[src/eeg_pkg.sv]
// Package for the edge enhancement gain control block: register map,
// field positions, reset values, timing constants and carrier types.
// Assumes a single 100 MHz clock shared by the APB port and the video side.
//
// Behaviour
// - Evaluation build zeroes its video output after about eight hours of running.
// - Writing the enable bit as one starts the processing instance.
// - Writing the enable bit as zero stops the processing instance.
// - Soft reset acts in the same cycle, without waiting for frame boundaries.
// - During soft reset gains reset, pixel output is zero, timing outputs idle.
// - After soft reset clears, core relocks on input timing and resumes.
// - With transfer on, working gains load staged values at vblank rising edge.
// - With transfer off, gain writes are stored but processing ignores them.
// - Transfer control writes take effect only while the core is enabled.
// - Registers read back as 32-bit words; writes carry full 32-bit words.
// - Component width is a build parameter of 8, 10 or 12, default 8.
// - Four direction gains are writable at run time while the core runs.
// - Gains run 0 to 2 in quarter steps; core accepts that whole range.
// - One reset clears the whole core, register port included.
// - Register reads and writes go over the memory-mapped register bus.
package eeg_pkg;

	// Register byte offsets, one aligned word each
	localparam logic [7:0] EEG_CTRL_OFS     = 8'h00;
	localparam logic [7:0] EEG_STATUS_OFS   = 8'h04;
	localparam logic [7:0] EEG_GAIN_H_OFS   = 8'h08;
	localparam logic [7:0] EEG_GAIN_V_OFS   = 8'h0c;
	localparam logic [7:0] EEG_GAIN_D_OFS   = 8'h10;
	localparam logic [7:0] EEG_GAIN_LAP_OFS = 8'h14;
	localparam logic [7:0] EEG_ACTIVE_OFS   = 8'h18;

	// Control word bit positions
	localparam int EEG_CTRL_ENABLE_BIT = 0;
	localparam int EEG_CTRL_XFER_BIT   = 1;
	localparam int EEG_CTRL_SRST_BIT   = 2;

	// Status word bit positions
	localparam int EEG_STAT_TIMEOUT_BIT = 0;
	localparam int EEG_STAT_RUNNING_BIT = 1;
	localparam int EEG_STAT_LOCKED_BIT  = 2;

	// Gains in quarter units: 0 .. 8 means 0.0 .. 2.0
	localparam int               EEG_GAIN_W     = 4;
	localparam logic [3:0]       EEG_GAIN_MAX   = 4'h8;
	localparam logic [3:0]       EEG_GAIN_RESET = 4'h4;
	localparam logic [31:0]      EEG_WORD_ZERO  = 32'h0000_0000;

	// Evaluation timeout
	localparam longint EEG_CLK_HZ         = 100_000_000;
	localparam longint EEG_TIMEOUT_HOURS  = 8;
	localparam longint EEG_TIMEOUT_CYCLES = EEG_TIMEOUT_HOURS * 3600 * EEG_CLK_HZ;

	typedef logic [EEG_GAIN_W-1:0] eeg_gain_t;

	// One set of direction gains
	typedef struct packed {
		eeg_gain_t horizontal_gain;
		eeg_gain_t vertical_gain;
		eeg_gain_t diagonal_gain;
		eeg_gain_t second_derivative_gain;
	} eeg_gains_s;

	// Video timing strobes
	typedef struct packed {
		logic vblank;
		logic hblank;
		logic active_video;
	} eeg_timing_s;

	// Register access handed from the bus port to the register file
	typedef struct packed {
		logic        wr_stb;
		logic [7:0]  addr;
		logic [31:0] wdata;
	} eeg_regreq_s;

	// Mapped, word aligned register address
	function automatic logic eeg_reg_hit(input logic [7:0] addr);
		eeg_reg_hit = (addr[1:0] == 2'b00) && (addr <= EEG_ACTIVE_OFS);
	endfunction

	// Clamp a written value to the legal gain range
	function automatic eeg_gain_t eeg_gain_clamp(input logic [31:0] v);
		eeg_gain_clamp = (v > 32'(EEG_GAIN_MAX)) ? EEG_GAIN_MAX : v[EEG_GAIN_W-1:0];
	endfunction

endpackage

[src/eeg_core.sv]
// Top of the gain control block: register file, gain transfer on vblank,
// soft reset, lock tracking and output gating of the video stream.
// Assumes pixel stream and APB share pclk; filter datapath sits downstream
// and consumes the working gains and the gated stream.
//
// Chosen here: the register addresses and the APB slave port.
`timescale 1ns/10ps

module eeg_core
	import eeg_pkg::*;
#(
	parameter int          DATA_WIDTH     = 8, // Build-time width: 8, 10 or 12 only
	parameter logic [63:0] TIMEOUT_CYCLES = 64'(EEG_TIMEOUT_CYCLES),
	parameter logic        EVAL_BUILD     = 1'b1
)
(
	input  wire logic                    pclk,
	input  wire logic                    presetn,
	input  wire logic                    psel,
	input  wire logic                    penable,
	input  wire logic                    pwrite,
	input  wire logic [7:0]              paddr,
	input  wire logic [31:0]             pwdata,
	output logic                         pready,
	output logic [31:0]                  prdata,
	output logic                         pslverr,
	input  wire eeg_timing_s             timing_in,
	input  wire logic [3*DATA_WIDTH-1:0] video_data_in,
	output eeg_timing_s                  timing_out,
	output logic [3*DATA_WIDTH-1:0]      video_data_out,
	output eeg_gains_s                   working_gains
);

	localparam int VW = 3 * DATA_WIDTH;

	typedef struct packed {
		logic             enable;
		logic             gain_transfer_on;
		logic             soft_reset;
		eeg_gains_s       staged;
		eeg_gains_s       working;
		logic             vblank_seen;
		logic             locked;
		eeg_timing_s      arm;
		eeg_timing_s      t_out;
		logic [VW-1:0]    d_out;
	} eeg_main_state_s;

	eeg_main_state_s st_r;
	eeg_main_state_s st_nxt;

	eeg_regreq_s req;
	logic [31:0] rd_word;
	logic        timed_out;
	logic        vblank_rise;
	logic        running;
	eeg_timing_s t_gated;

	// Bus handshake kept apart from the register contents
	eeg_apb_port u_apb (
		.pclk    (pclk),
		.presetn (presetn),
		.psel    (psel),
		.penable (penable),
		.pwrite  (pwrite),
		.paddr   (paddr),
		.pwdata  (pwdata),
		.rd_word (rd_word),
		.pready  (pready),
		.prdata  (prdata),
		.pslverr (pslverr),
		.req     (req)
	);

	// Evaluation expiry; a production build leaves the timer idle
	eeg_eval_timer #(
		.LIMIT (TIMEOUT_CYCLES),
		.ARMED (EVAL_BUILD)
	) u_timer (
		.pclk    (pclk),
		.presetn (presetn),
		.expired (timed_out)
	);

	// Processing runs only when enabled and out of soft reset
	assign running     = st_r.enable && !st_r.soft_reset;
	assign vblank_rise = timing_in.vblank && !st_r.vblank_seen;

	// Read multiplexer; reserved bits read as zero
	always_comb
	begin
		rd_word = EEG_WORD_ZERO;
		case (req.addr)
			EEG_CTRL_OFS:
			begin
				rd_word[EEG_CTRL_ENABLE_BIT] = st_r.enable;
				rd_word[EEG_CTRL_XFER_BIT]   = st_r.gain_transfer_on;
				rd_word[EEG_CTRL_SRST_BIT]   = st_r.soft_reset;
			end
			EEG_STATUS_OFS:
			begin
				rd_word[EEG_STAT_TIMEOUT_BIT] = timed_out;
				rd_word[EEG_STAT_RUNNING_BIT] = running;
				rd_word[EEG_STAT_LOCKED_BIT]  = st_r.locked;
			end
			EEG_GAIN_H_OFS:   rd_word[EEG_GAIN_W-1:0] = st_r.staged.horizontal_gain;
			EEG_GAIN_V_OFS:   rd_word[EEG_GAIN_W-1:0] = st_r.staged.vertical_gain;
			EEG_GAIN_D_OFS:   rd_word[EEG_GAIN_W-1:0] = st_r.staged.diagonal_gain;
			EEG_GAIN_LAP_OFS: rd_word[EEG_GAIN_W-1:0] = st_r.staged.second_derivative_gain;
			EEG_ACTIVE_OFS:   rd_word[4*EEG_GAIN_W-1:0] = st_r.working;
			default:          rd_word = EEG_WORD_ZERO;
		endcase
	end

	// Timing outputs pass once each input has been seen low after a restart
	always_comb
	begin
		t_gated.vblank       = timing_in.vblank && st_r.arm.vblank;
		t_gated.hblank       = timing_in.hblank && st_r.arm.hblank;
		t_gated.active_video = timing_in.active_video && st_r.arm.active_video;
	end

	// Next state of control, gains and output stage
	always_comb
	begin
		st_nxt = st_r;
		st_nxt.vblank_seen = timing_in.vblank;

		// Register writes
		if (req.wr_stb)
		begin
			case (req.addr)
				EEG_CTRL_OFS:
				begin
					st_nxt.enable     = req.wdata[EEG_CTRL_ENABLE_BIT];
					st_nxt.soft_reset = req.wdata[EEG_CTRL_SRST_BIT];
					// Transfer bit is frozen while the core is disabled
					if (st_r.enable)
						st_nxt.gain_transfer_on = req.wdata[EEG_CTRL_XFER_BIT];
				end
				// Staged gains accept writes whatever the transfer state
				EEG_GAIN_H_OFS:
					st_nxt.staged.horizontal_gain = eeg_gain_clamp(req.wdata);
				EEG_GAIN_V_OFS:
					st_nxt.staged.vertical_gain = eeg_gain_clamp(req.wdata);
				EEG_GAIN_D_OFS:
					st_nxt.staged.diagonal_gain = eeg_gain_clamp(req.wdata);
				EEG_GAIN_LAP_OFS:
					st_nxt.staged.second_derivative_gain = eeg_gain_clamp(req.wdata);
				default:
					st_nxt.staged = st_r.staged;
			endcase
		end

		// Working gains follow staged ones at vblank rise with transfer on, and take the reset gains on soft reset
		if (running && st_r.gain_transfer_on && vblank_rise)
			st_nxt.working = st_r.staged;

		// Lock: first vblank rise after a restart marks valid frame timing
		if (running && vblank_rise)
			st_nxt.locked = 1'b1;

		// Re-arm each timing line once it is seen low
		if (running)
		begin
			if (!timing_in.vblank)
				st_nxt.arm.vblank = 1'b1;
			if (!timing_in.hblank)
				st_nxt.arm.hblank = 1'b1;
			if (!timing_in.active_video)
				st_nxt.arm.active_video = 1'b1;
		end

		// Output stage; data held at zero until locked so a partial frame is dark
		if (running)
		begin
			st_nxt.t_out = t_gated;
			st_nxt.d_out = st_r.locked ? video_data_in : '0;
		end
		else
		begin
			st_nxt.t_out = '0;
			st_nxt.d_out = '0;
			st_nxt.locked = 1'b0;
			st_nxt.arm    = '0;
		end

		// Evaluation expiry blanks the pixel data for good
		if (timed_out)
			st_nxt.d_out = '0;

		// Soft reset cuts in mid-frame; tearing is accepted for a fast stop
		if (st_nxt.soft_reset)
		begin
			st_nxt.staged.horizontal_gain        = EEG_GAIN_RESET;
			st_nxt.staged.vertical_gain          = EEG_GAIN_RESET;
			st_nxt.staged.diagonal_gain          = EEG_GAIN_RESET;
			st_nxt.staged.second_derivative_gain = EEG_GAIN_RESET;
			st_nxt.working = st_nxt.staged;
			st_nxt.t_out   = '0;
			st_nxt.d_out   = '0;
			st_nxt.locked  = 1'b0;
			st_nxt.arm     = '0;
		end
	end

	// All state resets on hardware reset, gains to EEG_GAIN_RESET, register port included
	always_ff @(posedge pclk or negedge presetn)
	begin
		if (!presetn)
		begin
			st_r <= '0;
			st_r.staged.horizontal_gain        <= EEG_GAIN_RESET;
			st_r.staged.vertical_gain          <= EEG_GAIN_RESET;
			st_r.staged.diagonal_gain          <= EEG_GAIN_RESET;
			st_r.staged.second_derivative_gain <= EEG_GAIN_RESET;
			st_r.working.horizontal_gain        <= EEG_GAIN_RESET;
			st_r.working.vertical_gain          <= EEG_GAIN_RESET;
			st_r.working.diagonal_gain          <= EEG_GAIN_RESET;
			st_r.working.second_derivative_gain <= EEG_GAIN_RESET;
		end
		else
			st_r <= st_nxt;
	end

	assign timing_out     = st_r.t_out;
	assign video_data_out = st_r.d_out;
	assign working_gains  = st_r.working;

endmodule

[src/eeg_apb_port.sv]
// APB slave handshake for the gain control register file.
// Assumes an APB master; the register file answers reads combinationally.
`timescale 1ns/10ps

module eeg_apb_port
	import eeg_pkg::*;
(
	input  wire logic        pclk,
	input  wire logic        presetn,
	input  wire logic        psel,
	input  wire logic        penable,
	input  wire logic        pwrite,
	input  wire logic [7:0]  paddr,
	input  wire logic [31:0] pwdata,
	input  wire logic [31:0] rd_word,
	output logic             pready,
	output logic [31:0]      prdata,
	output logic             pslverr,
	output eeg_regreq_s      req
);

	typedef struct packed {
		logic        ready;
		logic [31:0] rdata;
		logic        err;
	} eeg_apb_state_s;

	eeg_apb_state_s st_r;
	eeg_apb_state_s st_nxt;

	// One wait state: data and error are registered at the same edge as pready rises
	always_comb
	begin
		st_nxt = '0; // Answer stands one cycle, then error and data drop
		if (psel && penable && !st_r.ready)
		begin
			st_nxt.ready = 1'b1;
			st_nxt.err   = !eeg_reg_hit(paddr);
			st_nxt.rdata = (!pwrite && eeg_reg_hit(paddr)) ? rd_word : EEG_WORD_ZERO;
		end
	end

	always_ff @(posedge pclk or negedge presetn)
	begin
		if (!presetn)
			st_r <= '0;
		else
			st_r <= st_nxt;
	end

	// Write lands at the completing edge only, and only on a mapped word
	assign req.wr_stb = psel && penable && pwrite && st_r.ready && !st_r.err;
	assign req.addr   = paddr;
	assign req.wdata  = pwdata;

	assign pready  = st_r.ready;
	assign prdata  = st_r.rdata;
	assign pslverr = st_r.err;

endmodule

[src/eeg_eval_timer.sv]
// Running-time counter for the evaluation build.
// Assumes one free running clock; only the hardware reset clears expiry.
`timescale 1ns/10ps

module eeg_eval_timer
	import eeg_pkg::*;
#(
	parameter logic [63:0] LIMIT = 64'(EEG_TIMEOUT_CYCLES),
	parameter logic        ARMED = 1'b1
)
(
	input  wire logic pclk,
	input  wire logic presetn,
	output logic      expired
);

	typedef struct packed {
		logic [63:0] count;
		logic        done;
	} eeg_timer_state_s;

	eeg_timer_state_s st_r;
	eeg_timer_state_s st_nxt;

	// Counts until the limit, then stays expired; 64 bits never wrap
	always_comb
	begin
		st_nxt = st_r;
		if (ARMED && !st_r.done)
		begin
			st_nxt.count = st_r.count + 64'h1;
			st_nxt.done  = (st_nxt.count >= LIMIT);
		end
	end

	always_ff @(posedge pclk or negedge presetn)
	begin
		if (!presetn)
			st_r <= '0;
		else
			st_r <= st_nxt;
	end

	assign expired = st_r.done;

endmodule

[config.mk]
export PLATFORM = sky130hd
export DESIGN_NAME = eeg_core
export DESIGN_NICKNAME = d
export VERILOG_FILES = /design/src/eeg_pkg.sv /design/src/eeg_core.sv /design/src/eeg_apb_port.sv /design/src/eeg_eval_timer.sv
export SDC_FILE = /design/constraint.sdc
export NUM_CORES = 1
export LEC_CHECK = 0
export ABC_AREA = 0
export BUFFER_PORTS_ARGS = -buffer_cell sky130_fd_sc_hd__buf_2
export CORE_ASPECT_RATIO = 0.5
export CORE_MARGIN = 4
export CORE_UTILIZATION = 56
export DETAILED_ROUTE_END_ITERATION = 8
export PLACE_DENSITY = 0.8
export SYNTH_ARGS = -nofsm -noshare
export SYNTH_HDL_FRONTEND = slang
export SYNTH_SLANG_ARGS = --single-unit
[constraint.sdc]
create_clock -name pclk -period 3.18 [get_ports pclk]
set_clock_uncertainty 0.15 [all_clocks]
set_input_delay 0.318 -clock pclk [delete_from_list [all_inputs] [get_ports pclk]]
set_output_delay 0.318 -clock pclk [all_outputs]
set_load 0.03 [all_outputs]
==> results.cfg <==
[finish]
fin_util_pct = 69.4
fillCellCount = 1028
fin_nets = 1038
area_delta_synth_final_pct = 19.1
drive_gt1_share_pct = 24.9

[logic_synthesis]
yosys.area.top_type_share_pct = 44.1
yosysSeqAreaShare_pct = 46.7
synth_area_leader_cell = dfrtp_1
synth_cells = 835
syn_avg_cell_area_um2 = 9.64
synth_most_common_cell = dfrtp_1
synth_seq_cells = 150
synthTopCellsByCount = dfrtp_1 (142), nand2_1 (87), buf_4 (59)
yosys_warnings = 0
yosys-top-cells-area = dfrtp_1 (44%), buf_4 (5.5%), xnor2_1 (4.7%)
synth_area_um2 = 8050
ys_types = 69
synth_async_sr_flop_share_pct = 100
synthFlopType = dfrtp_1
synth_edf_count = 0

[sta]
worst_pin_slew_ps = 875
relSlewSlack_pct = 41.7
drv_slew = 0
setup_viol = 0
hold_viol = 0
holdWs_ps = 0.282
period_needed_ps = 3090
finalCritPeriodShare_pct = 97.1
fmax_ghz = 0.324

[flow_run]
maxCapViolations = 0

[clock_tree]
numCtsBuffers = 17
cts_tree = yes
clk_pin_slew_worst_paths_ps = 80
cts_sinks = 150
clock_latency_ps = 430
h-tree-depth = 4
cts.path.max_buffers = 2
cts_root_buffer = clkbuf_16

[global_routing]
grt_max_degree = 80
grt_usage_pct = 26.8
antenna_found_initial = 1
grt_pass1_wl_um = 35200
gr-total-overflow = 0
grt_pass1_vias = 7066

[worst_setup_path]
worstPathMaxFanout = 6
crit_path_start_kind = flip-flop
critical_path_class = flip-flop to flip-flop
cp.required_ps = 3320
cp-end-kind = flip-flop
arrival_ps = 3220

[floorplanning]
die_area_um2 = 16500
initial_core_util_pct = 58.3
rows = 30
ios = 149
core_um2 = 13800
die_y_um = 92.8
die_x_um = 178

[detailed_routing]
top_layer_used = met4
routed-wl-met2_um = 10900
firstDrtPassIters = 5
drt-initial-drc-count = 668
wl_met3_um = 1340
met1_length_um = 8320
wl_um = 21400
ant_nets = 0
drc = 0
via_per_inst = 5.83
detail_route.wl_per_cell_um = 18.3
vias = 6831

[power_and_ir_drop]
power_mw = 4.16
p_per_area_nw_per_um2 = 434
peakVddDrop_uv = 363
leakage_nw = 4.46

[placed_design]
dp_hpwl_um = 14300
gp_congestion = 0.964
port_buffers = 132

[outcome]
outcome = completed

[min_path]
hold_class = input pin to flip-flop
==> through the flow <==
step	TNS (ps)	worst slack (ps)	cell area (um^2)	std cells
after floorplan	0	218	8110	850
after global placement	0	229	8660	1108
final	0	93.4	9590	1171
after CTS	0	52.0	9560	1169
after global routing	-6.27	-6.27	9590	1171
after detailed placement	0	70.5	8660	1108
==> logic make-up after synthesis <==
| logic type | after synthesis | synth area share (%) |
|---|---|---|
| compound gates | 83 | 6.50 |
| xor+xnor | 78 | 8.48 |
| fa+ha+maj | 1 | 0.155 |
| buf+inv | 113 | 8.22 |
| flops | 150 | 46.7 |
| mux | 29 | 4.09 |
| other cells | 1 | 0.0466 |
| simple gates | 380 | 25.8 |
==> state kept, by name, summed over array words and instances, names as in the netlist <==
register / flops
u_apb.pslverr: 1
u_apb.pready: 1
u_apb.prdata: 16
video_data_out: 24
timing_out: 3
working_gains: 16
u_timer.st_r: 64
st_r: 24
u_timer.expired: 1
==> cell type report <==
class / instances / area, um^2 / area share (%)
repair buffers: 193 / 1210 / 12.6
diodes: 1 / 2.50 / 0.0261
multi-input cells: 587 / 3700 / 38.6
well taps: 192 / 240 / 2.51
clock inverters: 15 / 185 / 1.93
flip-flops and latches: 150 / 3770 / 39.3
inverters: 16 / 60.1 / 0.627
clock buffers: 17 / 425 / 4.44
==> power by group <==
group | switching [mW] | internal, mW | total, mW
Clock | 0.989 | 1.07 | 2.06
Combinational | 0.112 | 0.0706 | 0.183
Sequential | 0.00424 | 1.92 | 1.92
Total | 1.11 | 3.05 | 4.16
==> routing by layer <==
metal  vias to the layer above  global-route usage [%]
met4                         0                    13.3
met3                        76                    5.46
met1                      3300                    31.6
li1                       3096                       -
met2                       359                    46.9
met5                         -                       0
==> critical path, cell delays in order, from the launching register on <==
cell and delay (ps):
dfrtp_1 490, nand4_4 190, or4_1 560, or3_1 480, or4_4 470, nor2_2 130
o211ai_1 80, a31oi_1 260, o211ai_1 130
==> final timing paths <==
path	endpoint	from	slack, ps	cells after the start
worst max-delay path	u_timer.expired$_DFF_PN0_	u_timer.st_r[11]$_DFFE_PN0N_	90	8
worst min-delay path	st_r[65]$_DFFE_PN0P_	pwdata[1]	0.3	2
worst max register to register	u_timer.expired$_DFF_PN0_	u_timer.st_r[11]$_DFFE_PN0N_	90	8
worst min register to register	working_gains[2]$_DFFE_PN1P_	st_r[50]$_DFFE_PN1P_	350	2
max in group asynchronous	u_timer.st_r[1]$_DFFE_PN0N_	presetn	1710	3
min in group asynchronous	video_data_out[3]$_DFF_PN0_	presetn	360	2
==> what timing repair did <==
item,in CTS,in global routing
buffers inserted,0,1
hold buffers,29,0
resized for setup,0,5
hold endpoints to repair,108,0
setup endpoints to repair,0,1
==> layout by cell type, fill, tap and decap left out, drive strengths merged, types with 5 or more instances in the layout <==
master,n
dlygate4sd3,29
clkinv,8
nor2,55
nand3,46
conb,16
or3,6
dfstp,8
a21oi,33
clkbuf,17
nand2,87
nand2b,6
buf,164
inv,22
xor2,35
dfrtp,142
or4,10
nor3,32
mux2i,7
nor4,24
nand4,28
nor4b,5
and3,13
xnor2,43
mux2,21
and2,45
a31oi,7
o21ai,11
Power figures use the tool's default switching activity.
